===== src/core/bte_params.svh =====
// constants for the bus trace state encoder: offsets, field positions, codes
`ifndef BTE_PARAMS_SVH
`define BTE_PARAMS_SVH

// register port map, byte addresses on an 8-bit address
`define BTE_REG_CTRL        8'h00
`define BTE_REG_STATUS      8'h04
`define BTE_CTRL_ENABLE     0
`define BTE_CTRL_VARIANT2   1
`define BTE_CTRL_RESET      2'h1

// memory-region attribute field positions
`define BTE_MM_EMUL         6
`define BTE_MM_ROM          5
`define BTE_MM_GUARD        4
`define BTE_MM_LOWTGT       3
`define BTE_MM_FIXED        3'h1

// status field positions
`define BTE_ST_CLASS_HI     25
`define BTE_ST_CLASS_LO     23
`define BTE_ST_SOURCE       22
`define BTE_ST_BRKPT        21
`define BTE_ST_SUPER        20
`define BTE_ST_PRERET       19
`define BTE_ST_RETURN       18
`define BTE_ST_CALL         17
`define BTE_ST_BRANCH       16
`define BTE_ST_INSTR        15
`define BTE_ST_BADAC_N      14
`define BTE_ST_VALID        13
`define BTE_ST_HOLD         10
`define BTE_ST_QUAL         9
`define BTE_ST_IRQ_LO       4
`define BTE_ST_IRQ_HI       7
`define BTE_ST_DIR          3
`define BTE_ST_LOCK_N       2
`define BTE_ST_CACHE        1

// three-bit class codes in status bits 25:23
`define BTE_CLASS_BUS       3'h1
`define BTE_CLASS_FLOW      3'h4
`define BTE_CLASS_BGND      3'h2

// counter limits
`define BTE_WAIT_MAX        4'hF
`define BTE_BURST_MAX       3'h7

`endif


===== src/core/bte_pkg.sv =====
// types shared by the bus trace state encoder modules
`default_nettype none
package bte_pkg;

  // cause of the captured state
  typedef enum logic [1:0] {
    BTE_FOREGROUND,
    BTE_BACKGROUND,
    BTE_FLOW
  } bte_class_t;

  // execution-flow message kinds
  typedef enum logic [2:0] {
    BTE_K_INSTR,
    BTE_K_BRANCH,
    BTE_K_CALL,
    BTE_K_RETURN,
    BTE_K_PRERET,
    BTE_K_SUPER,
    BTE_K_BRKPT
  } bte_kind_t;

  // counter module state
  typedef struct packed {
    logic [3:0] wait_cnt;
    logic [2:0] burst_pos;
  } bte_cnt_state_t;

  // encoder state; every top output is one field here
  typedef struct packed {
    logic [31:0] addr;
    logic [15:0] data;
    logic [3:0]  wait_cnt;
    logic [2:0]  burst_pos;
    logic [1:0]  size;
    logic [1:0]  bstlen;
    logic [7:0]  memmap;
    logic [30:0] status;
    logic        foreground_cycle_flag;
    logic        background_cycle_flag;
    logic        flow_message_flag;
    logic        valid;
    logic        enable;
    logic        variant2;
    logic [3:0]  irq_seen;
    logic        hold_seen;
    logic [15:0] state_count;
    logic [31:0] rd_data;
  } bte_state_t;

endpackage
`default_nettype wire


===== src/core/bte_cnt_if.sv =====
// wait-state and burst-position counter hookup
`default_nettype none
interface bte_cnt_if;
  logic       wait_tick;
  logic       data_done;
  logic       burst_start;
  logic       burst_data;
  logic [3:0] wait_count;
  logic [2:0] burst_pos;

  modport ctl (output wait_tick, output data_done, output burst_start,
               output burst_data, input wait_count, input burst_pos);
  modport cnt (input wait_tick, input data_done, input burst_start,
               input burst_data, output wait_count, output burst_pos);
endinterface
`default_nettype wire


===== src/core/bte_cycle_counter.sv =====
// counts wait states per data cycle and the data position within a burst
`include "bte_params.svh"
`default_nettype none
module bte_cycle_counter
  import bte_pkg::*;
(
  // clock and reset
  input  wire logic MCLK,
  input  wire logic RESET_N,
  // encoder side
  bte_cnt_if.cnt    cif
);

  bte_cnt_state_t st;
  bte_cnt_state_t next_st;

  // wait count restarts at each completion; completion cycle is not a wait
  always_comb begin
    next_st = st;
    if (cif.data_done) begin
      next_st.wait_cnt = 4'h0;
    end else if (cif.wait_tick && st.wait_cnt != `BTE_WAIT_MAX) begin
      next_st.wait_cnt = st.wait_cnt + 4'h1; // saturates at 15 [RULE20]
    end
    // position advances after each burst data cycle, held at 7 [RULE22]
    if (cif.burst_start) begin
      next_st.burst_pos = 3'h0;
    end else if (cif.data_done && cif.burst_data && st.burst_pos != `BTE_BURST_MAX) begin
      next_st.burst_pos = st.burst_pos + 3'h1;
    end
  end

  always_ff @(posedge MCLK or negedge RESET_N) begin
    if (!RESET_N) begin
      st <= '0;
    end else begin
      st <= next_st;
    end
  end

  assign cif.wait_count = st.wait_cnt;
  assign cif.burst_pos  = st.burst_pos;
endmodule
`default_nettype wire


===== src/core/bte_encoder.sv =====
// bus trace state encoder: builds one trace word per captured processor state
//
// Notes on behaviour
// (RULE1) size code: bytes minus one, 0h..3h
// (RULE2) burst code: words minus one, 0h..3h
// (RULE3) target 00xx x001, emulation 01xx x001
// (RULE4) rom bit set for rom, clear ram
// (RULE5) guarded access encodes as 0001 x001
// (RULE6) valid bit set when address/data valid
// (RULE7) direction bit: 0 read, 1 write
// (RULE8) class code bus 001, flow 100, background 010
// (RULE9) flow source address 1, destination 0
// (RULE10) one-hot message kind bits, flow only
// (RULE11) locked bus access drives lock bit low
// (RULE12) cacheable bus access sets cache bit
// (RULE13) bad bus access drives bad bit low
// (RULE14) sticky bit per interrupt pin seen
// (RULE15) sticky bus-hold bit, any class
// (RULE16) trace address: lowest byte of item
// (RULE17) flow messages carry word address
// (RULE18) sixteen data bits on lines 47:32
// (RULE19) flow data lines carry no content
// (RULE20) wait count 0..15 on lines 51:48
// (RULE21) exactly one class flag per state
// (RULE22) second variant burst position 0..7
// (RULE23) whole word registered together per state
`include "bte_params.svh"
`default_nettype none
module bte_encoder
  import bte_pkg::*;
(
  // clock and reset
  input  wire logic        MCLK,
  input  wire logic        RESET_N,
  // captured processor state
  input  wire logic        BUS_STATE_VALID,
  input  wire bte_class_t  BUS_CLASS,
  input  wire logic        BUS_AD_VALID,
  input  wire logic [31:0] BUS_ADDR,
  input  wire logic [15:0] BUS_DATA,
  input  wire logic [3:0]  BUS_BYTE_EN,
  input  wire logic [2:0]  BUS_BURST_WORDS,
  input  wire logic        BUS_WRITE,
  input  wire logic        BUS_LOCK_N,
  input  wire logic        BUS_CACHEABLE,
  input  wire logic        BUS_BAD_ACCESS,
  input  wire logic        BUS_EMUL_MEM,
  input  wire logic        BUS_ROM,
  input  wire logic        BUS_GUARDED,
  input  wire logic        BUS_LOW_TARGET,
  input  wire bte_kind_t   BUS_FLOW_KIND,
  input  wire logic        BUS_FLOW_SOURCE,
  // per-clock processor activity
  input  wire logic        BUS_WAIT,
  input  wire logic        BUS_BURST_START,
  input  wire logic        BUS_IN_BURST,
  input  wire logic [3:0]  BUS_IRQ,
  input  wire logic        BUS_HOLD,
  // register port
  input  wire logic [7:0]  REG_ADDR,
  input  wire logic [31:0] REG_WR_DATA,
  input  wire logic        REG_WR,
  input  wire logic        REG_RD,
  output var  logic [31:0] REG_RD_DATA,
  // trace word to the analyzer
  output var  logic        TRACE_VALID,
  output var  logic [31:0] TRACE_ADDR,
  output var  logic [15:0] TRACE_DATA,
  output var  logic [3:0]  TRACE_WAIT,
  output var  logic [2:0]  TRACE_BURST_POS,
  output var  logic [1:0]  TRACE_SIZE,
  output var  logic [1:0]  TRACE_BSTLEN,
  output var  logic [7:0]  TRACE_MEMMAP,
  output var  logic [30:0] TRACE_STATUS,
  output var  logic        FOREGROUND_CYCLE_FLAG,
  output var  logic        BACKGROUND_CYCLE_FLAG,
  output var  logic        FLOW_MESSAGE_FLAG
);

  bte_state_t st;
  bte_state_t next_st;

  bte_cnt_if cif ();

  // byte enables to size code; an empty mask reads as one byte
  function automatic logic [1:0] size_code(input logic [3:0] be);
    logic [2:0] n;
    n = 3'({2'b00, be[0]} + {2'b00, be[1]} + {2'b00, be[2]} + {2'b00, be[3]});
    return (n == 3'h0) ? 2'h0 : 2'(n - 3'h1);
  endfunction

  // word count to burst code; counts above four clip to four words, zero codes as one word
  function automatic logic [1:0] burst_code(input logic [2:0] words);
    if (words == 3'h0) begin
      return 2'h0;
    end else if (words > 3'h4) begin
      return 2'h3;
    end
    return 2'(words - 3'h1);
  endfunction

  // message kind to its one-hot bit, ordered instr..brkpt
  function automatic logic [6:0] kind_onehot(input bte_kind_t kind);
    logic [6:0] oh;
    oh = 7'h00;
    case (kind)
      BTE_K_INSTR:  oh = 7'h01;
      BTE_K_BRANCH: oh = 7'h02;
      BTE_K_CALL:   oh = 7'h04;
      BTE_K_RETURN: oh = 7'h08;
      BTE_K_PRERET: oh = 7'h10;
      BTE_K_SUPER:  oh = 7'h20;
      BTE_K_BRKPT:  oh = 7'h40;
      default:      oh = 7'h00;
    endcase
    return oh;
  endfunction

  logic       capture;
  logic       is_fg;
  logic       is_bg;
  logic       is_flow;
  logic [6:0] kind_bits;

  // one decode of the class feeds every flag, so they cannot overlap
  always_comb begin
    capture   = BUS_STATE_VALID && st.enable;
    is_fg     = 1'b0;
    is_bg     = 1'b0;
    is_flow   = 1'b0;
    case (BUS_CLASS)
      BTE_BACKGROUND: is_bg   = 1'b1; // [RULE21]
      BTE_FLOW:       is_flow = 1'b1; // [RULE21]
      default:        is_fg   = 1'b1; // [RULE21]
    endcase
    kind_bits = kind_onehot(BUS_FLOW_KIND);
  end

  // counter hookup: every captured data state closes a data cycle
  assign cif.wait_tick   = BUS_WAIT;
  assign cif.data_done   = capture && !is_flow;
  assign cif.burst_start = BUS_BURST_START;
  assign cif.burst_data  = BUS_IN_BURST;

  bte_cycle_counter u_counter (
    .MCLK    (MCLK),
    .RESET_N (RESET_N),
    .cif     (cif)
  );

  // next state: trace word, sticky activity, register port
  always_comb begin
    next_st       = st;
    next_st.valid = 1'b0;

    // sticky pin activity; a pin active in the capture cycle is carried
    // into this word and also kept, so no pulse is ever dropped
    next_st.irq_seen  = st.irq_seen | BUS_IRQ; // [RULE14]
    next_st.hold_seen = st.hold_seen | BUS_HOLD; // [RULE15]

    if (capture) begin
      // all fields load in the same edge from the same state [RULE23]
      next_st.valid                 = 1'b1;
      next_st.foreground_cycle_flag = is_fg; // [RULE21]
      next_st.background_cycle_flag = is_bg; // [RULE21]
      next_st.flow_message_flag     = is_flow; // [RULE21]
      next_st.state_count           = st.state_count + 16'h0001;

      // flow messages hold a word address, data accesses a byte address
      next_st.addr = is_flow ? {BUS_ADDR[31:2], 2'b00} : BUS_ADDR; // [RULE16] [RULE17]
      next_st.data = is_flow ? 16'h0000 : BUS_DATA; // [RULE18] [RULE19]
      next_st.size   = size_code(BUS_BYTE_EN); // [RULE1]
      next_st.bstlen = burst_code(BUS_BURST_WORDS); // [RULE2]
      next_st.wait_cnt = is_flow ? 4'h0 : cif.wait_count; // [RULE20]
      // burst position only on the second variant, and only inside a burst
      next_st.burst_pos = (st.variant2 && BUS_IN_BURST && !is_flow) ?
                          cif.burst_pos : 3'h0; // [RULE22]

      // region attributes; guarded forces the emulation and rom bits clear
      next_st.memmap                 = 8'h00;
      next_st.memmap[2:0]            = `BTE_MM_FIXED; // [RULE3]
      next_st.memmap[`BTE_MM_EMUL]   = BUS_EMUL_MEM && !BUS_GUARDED; // [RULE3]
      next_st.memmap[`BTE_MM_ROM]    = BUS_ROM && !BUS_GUARDED; // [RULE4]
      next_st.memmap[`BTE_MM_GUARD]  = BUS_GUARDED; // [RULE5]
      next_st.memmap[`BTE_MM_LOWTGT] = BUS_LOW_TARGET;

      // status field; unused bits read as zero
      next_st.status = 31'h0000_0000;
      next_st.status[`BTE_ST_VALID] = BUS_AD_VALID; // [RULE6]
      next_st.status[`BTE_ST_QUAL]  = !is_bg; // [RULE8]
      if (is_flow) begin
        next_st.status[`BTE_ST_CLASS_HI:`BTE_ST_CLASS_LO] = `BTE_CLASS_FLOW; // [RULE8]
        next_st.status[`BTE_ST_SOURCE] = BUS_FLOW_SOURCE; // [RULE9]
        next_st.status[`BTE_ST_BRKPT:`BTE_ST_INSTR] = kind_bits; // [RULE10]
      end else if (is_bg) begin
        next_st.status[`BTE_ST_CLASS_HI:`BTE_ST_CLASS_LO] = `BTE_CLASS_BGND; // [RULE8]
        next_st.status[`BTE_ST_DIR] = BUS_WRITE; // [RULE7]
      end else begin
        next_st.status[`BTE_ST_CLASS_HI:`BTE_ST_CLASS_LO] = `BTE_CLASS_BUS; // [RULE8]
        next_st.status[`BTE_ST_DIR] = BUS_WRITE; // [RULE7]
      end
      // lock and bad-access are active low: idle high outside bus cycles
      next_st.status[`BTE_ST_LOCK_N]  = !(is_fg && !BUS_LOCK_N) ; // [RULE11]
      next_st.status[`BTE_ST_CACHE]   = is_fg && BUS_CACHEABLE; // [RULE12]
      next_st.status[`BTE_ST_BADAC_N] = !(is_fg && BUS_BAD_ACCESS); // [RULE13]
      next_st.status[`BTE_ST_IRQ_HI:`BTE_ST_IRQ_LO] = st.irq_seen | BUS_IRQ; // [RULE14]
      next_st.status[`BTE_ST_HOLD] = st.hold_seen | BUS_HOLD; // [RULE15]

      // activity reported; restart from this cycle's pins (set wins)
      next_st.irq_seen  = BUS_IRQ; // [RULE14]
      next_st.hold_seen = BUS_HOLD; // [RULE15]
    end

    // register writes steer capture and the burst-position variant
    if (REG_WR && REG_ADDR == `BTE_REG_CTRL) begin
      next_st.enable   = REG_WR_DATA[`BTE_CTRL_ENABLE];
      next_st.variant2 = REG_WR_DATA[`BTE_CTRL_VARIANT2];
    end

    // read data stand for exactly one cycle; unmapped reads return zero
    next_st.rd_data = 32'h0000_0000;
    if (REG_RD) begin
      case (REG_ADDR)
        `BTE_REG_CTRL:   next_st.rd_data = {30'h0000_0000, st.variant2, st.enable};
        `BTE_REG_STATUS: next_st.rd_data = {11'h000, st.hold_seen, st.irq_seen,
                                            st.state_count};
        default:         next_st.rd_data = 32'h0000_0000;
      endcase
    end
  end

  // one register stage holds the whole encoder state
  always_ff @(posedge MCLK or negedge RESET_N) begin
    if (!RESET_N) begin
      st          <= '0;
      st.enable   <= 1'b1;
      st.variant2 <= 1'b0;
      st.status   <= 31'h0000_4004;
    end else begin
      st <= next_st;
    end
  end

  // outputs straight from the state flops
  assign REG_RD_DATA           = st.rd_data;
  assign TRACE_VALID           = st.valid;
  assign TRACE_ADDR            = st.addr;
  assign TRACE_DATA            = st.data;
  assign TRACE_WAIT            = st.wait_cnt;
  assign TRACE_BURST_POS       = st.burst_pos;
  assign TRACE_SIZE            = st.size;
  assign TRACE_BSTLEN          = st.bstlen;
  assign TRACE_MEMMAP          = st.memmap;
  assign TRACE_STATUS          = st.status;
  assign FOREGROUND_CYCLE_FLAG = st.foreground_cycle_flag;
  assign BACKGROUND_CYCLE_FLAG = st.background_cycle_flag;
  assign FLOW_MESSAGE_FLAG     = st.flow_message_flag;
endmodule
`default_nettype wire


===== config.mk =====
export PLATFORM = sky130hd
export DESIGN_NAME = bte_encoder
export DESIGN_NICKNAME = d
export VERILOG_FILES = /design/src/core/bte_pkg.sv /design/src/core/bte_cnt_if.sv /design/src/core/bte_cycle_counter.sv /design/src/core/bte_encoder.sv
export VERILOG_INCLUDE_DIRS = /design/src /design/src/core
export SDC_FILE = /design/constraint.sdc
export NUM_CORES = 1
export LEC_CHECK = 0
export BUFFER_PORTS_ARGS = -buffer_cell sky130_fd_sc_hd__buf_2
export CAP_MARGIN = 30
export CORE_MARGIN = 4
export CORE_UTILIZATION = 35
export DETAILED_ROUTE_END_ITERATION = 7
export PLACE_DENSITY_LB_ADDON = 0.1
export SETUP_SLACK_MARGIN = 0.15
export SLEW_MARGIN = 25
export SYNTH_ARGS = -nofsm -noshare
export SYNTH_HDL_FRONTEND = slang
export SYNTH_SLANG_ARGS = --single-unit

===== constraint.sdc =====
create_clock -name MCLK -period 2.3 [get_ports MCLK]
set_input_delay 0.23 -clock MCLK [delete_from_list [all_inputs] [get_ports MCLK]]
set_output_delay 0.23 -clock MCLK [all_outputs]
set_load 0.01 [all_outputs]

==> impl_metrics.json <==
{
  "rows": 49,
  "skew_ps": 5.710,
  "yosysTopAreaCell": "dfrtp_1",
  "gp_congestion": 0.7427,
  "clk_latency_ps": 400,
  "worst_slew_pin_slew_ps": 595.0,
  "wirelength_mm": 14.79,
  "path_class": "flop to flop",
  "postCtsSetupBuffers": 0,
  "path_clk_slew_ps": 60,
  "dieHeight_um": 144.5,
  "viasPerCell": 4.382,
  "period_minus_slack_ps": 1787,
  "yosys_register_bits": 138,
  "area_growth_pct": 20.62,
  "synth_common_cells": "nand2_1, dfrtp_1, buf_4, nand3b_1, and2_1",
  "critPathMaxStageDelay_ps": 560,
  "synthesis.area_um2": 6518,
  "drt_iter0_markers": 184,
  "cts.sinks": 138,
  "hold_violations": 0,
  "min_path_type": "input port to flop",
  "rsz0062_at_grt": "false",
  "start_util_pct": 35.91,
  "synth_edf_count": 0,
  "yosysWarnings": 0,
  "grt_max_degree": 69,
  "synth_cell_types": 37,
  "wire_per_inst_um": 14.25,
  "portBuffers": 203,
  "synth_top_area_share_pct": 51.83,
  "setup_tns_ps": 0,
  "fin_crit_sh_pct": 77.68,
  "drive_above_1_share_pct": 31.03,
  "grt_pass1_wl_mm": 23.10,
  "yosys.cell_count.top_type": "nand2_1",
  "timing.fmax_mhz": 559.7,
  "core_um2": 18150,
  "root_buffer": "clkbuf_16",
  "ys_seq_area_share_pct": 53.04,
  "ios": 257,
  "worstPathMaxFanout": 68,
  "antenna_cells": 0,
  "antenna_found_initial": 3,
  "drtPass1Iterations": 4,
  "drc": 0,
  "cp_slowest_cell": "dfstp_2",
  "synthCells": 670,
  "synth_async_sr_flop_share_pct": 100.0,
  "nets": 930,
  "worst_setup_path_end_kind": "flop",
  "relSlewSlack_pct": 60.33,
  "setup_viol": 0,
  "irDropWorstVdd_v": 0.0004720,
  "worstPathRequired_ps": 2610,
  "status": "finished, final reports clean",
  "crit_chain": "nand2_4 > inv_2 > buf_12 > nand3_1 > o31ai_1",
  "cap_violations": 0,
  "grt_use_total_pct": 14.10,
  "p_per_area_nw_per_um2": 941.5,
  "start_kind": "flop",
  "cts_htree_levels": 4,
  "first_global_vias": 4587,
  "n_fill_cell": 1803,
  "syn_area_per_cell_um2": 9.728,
  "dp_slack_ps": 415.3,
  "die_w_um": 144.5,
  "dp_hpwl_mm": 10.44,
  "synth_area_leaders": "dfrtp_1, buf_4, nand2_1",
  "cts.path.max_buffers": 2,
  "ant_nets": 0,
  "r2r_setup_slack_ps": 510,
  "setup_ws_ps": 513.3,
  "fp.dieArea_um2": 20870,
  "cts_tree": "done",
  "overflow": 0,
  "leakagePower_uw": 0.004389,
  "final-max-slew-violation-count": 0,
  "cp.arrival_ps": 2100,
  "synth_flop_cell": "dfrtp_1",
  "dr_total_vias": 4548,
  "cts_buffers": 17
}
==> what timing repair did <==
action                                 4_1_cts  5_1_grt
hold buffers                                28        0
resized for setup                            0        0
endpoints found under the hold margin       84        0
==> worst paths after layout <==
path,end,from,depth (start not counted)
worst max-delay path,TRACE_STATUS[19],st[54],5
worst min-delay path,TRACE_ADDR[5],BUS_ADDR[5],3
worst max register to register,TRACE_STATUS[19],st[54],5
worst min register to register,TRACE_MEMMAP[5],TRACE_MEMMAP[5],2
max in group asynchronous,TRACE_STATUS[19],RESET_N,3
min in group asynchronous,st[48],RESET_N,2
==> cells in the final DEF, fill, tap and decap left out, types with 3 or more instances in the layout <==
cell	instances
nand2_1	198
conb_1	23
o31ai_1	4
o21ai_0	13
nand3_1	13
xnor2_1	12
buf_2	202
ha_1	10
nand2b_1	4
bufinv_16	5
nor3_1	3
and2_1	20
nor2_1	14
nand4_1	4
dfrtp_1	135
mux2i_1	4
dlygate4sd3_1	28
inv_1	13
buf_4	7
a21o_1	7
clkbuf_16	17
nand3b_1	27
xor2_1	7
dfstp_2	3
and3_1	3
==> flip-flops by register name, summed over array words and instances, names as in the netlist <==
register	count
BACKGROUND_CYCLE_FLAG	1
TRACE_DATA	16
TRACE_BSTLEN	2
TRACE_MEMMAP	5
TRACE_SIZE	2
REG_RD_DATA	21
TRACE_BURST_POS	3
TRACE_STATUS	19
TRACE_ADDR	32
u_counter.cif.wait_count	4
TRACE_VALID	1
FLOW_MESSAGE_FLAG	1
FOREGROUND_CYCLE_FLAG	1
u_counter.cif.burst_pos	3
st	23
TRACE_WAIT	4
==> report_power, final <==
group | internal, µW | switching [µW] | total, µW
registers | 2850 | 251 | 3100
logic | 561 | 738 | 1300
clock network | 1980 | 1020 | 3000
==> final cells by class <==
cell class	count	area (µm²)	share of cell area, %
flip-flops and latches	138	3457	43.98
multi-input cells	385	2017	25.66
repair buffers	240	1395	17.75
clock buffers	21	460.4	5.857
well taps	229	286.5	3.645
clock inverters	11	192.7	2.451
inverters	14	52.55	0.6685
==> cells by family (layout without fill, tap and decap cells) <==
logic type,count (synthesis),after routing,share of synthesized area [%]
other cells,1,23,0.05754
simple gates,295,295,20.79
mux,6,6,0.9599
buf+inv,169,286,17.39
flops,138,138,53.04
fa+ha+maj,11,11,2.227
compound gates,31,31,2.976
xor+xnor,19,19,2.553
==> routing by layer <==
metal / part of all wire, % / track usage, %
met5: 0.27 / 0
met4: 1.6 / 4.713
met3: 7.7 / 5.390
met2: 50 / 23.70
met1: 41 / 16.60
==> worst max-delay path: cells and delay by family, from the launching register on <==
family	cells	cell delay (ps)
flops	1	560
compound gates	1	200
buf+inv	2	610
simple gates	2	270
==> per-stage QoR <==
stage | std cells | cell area, µm² | util, % | power, µW | hold slack [ps]
after floorplan | 692 | 6600 | - | 4252 | -65.59
after global placement | 978 | 6928 | 38.18 | 4410 | 263.3
after detailed placement | 978 | 6928 | 38.18 | 4441 | 262.1
after CTS | 1038 | 7861 | 43.32 | 7543 | 0.6657
after global routing | 1038 | 7861 | 43.32 | 7826 | 8.945
final | 1038 | 7861 | 43.32 | 7402 | 22.84
Power figures use the tool's default switching activity.
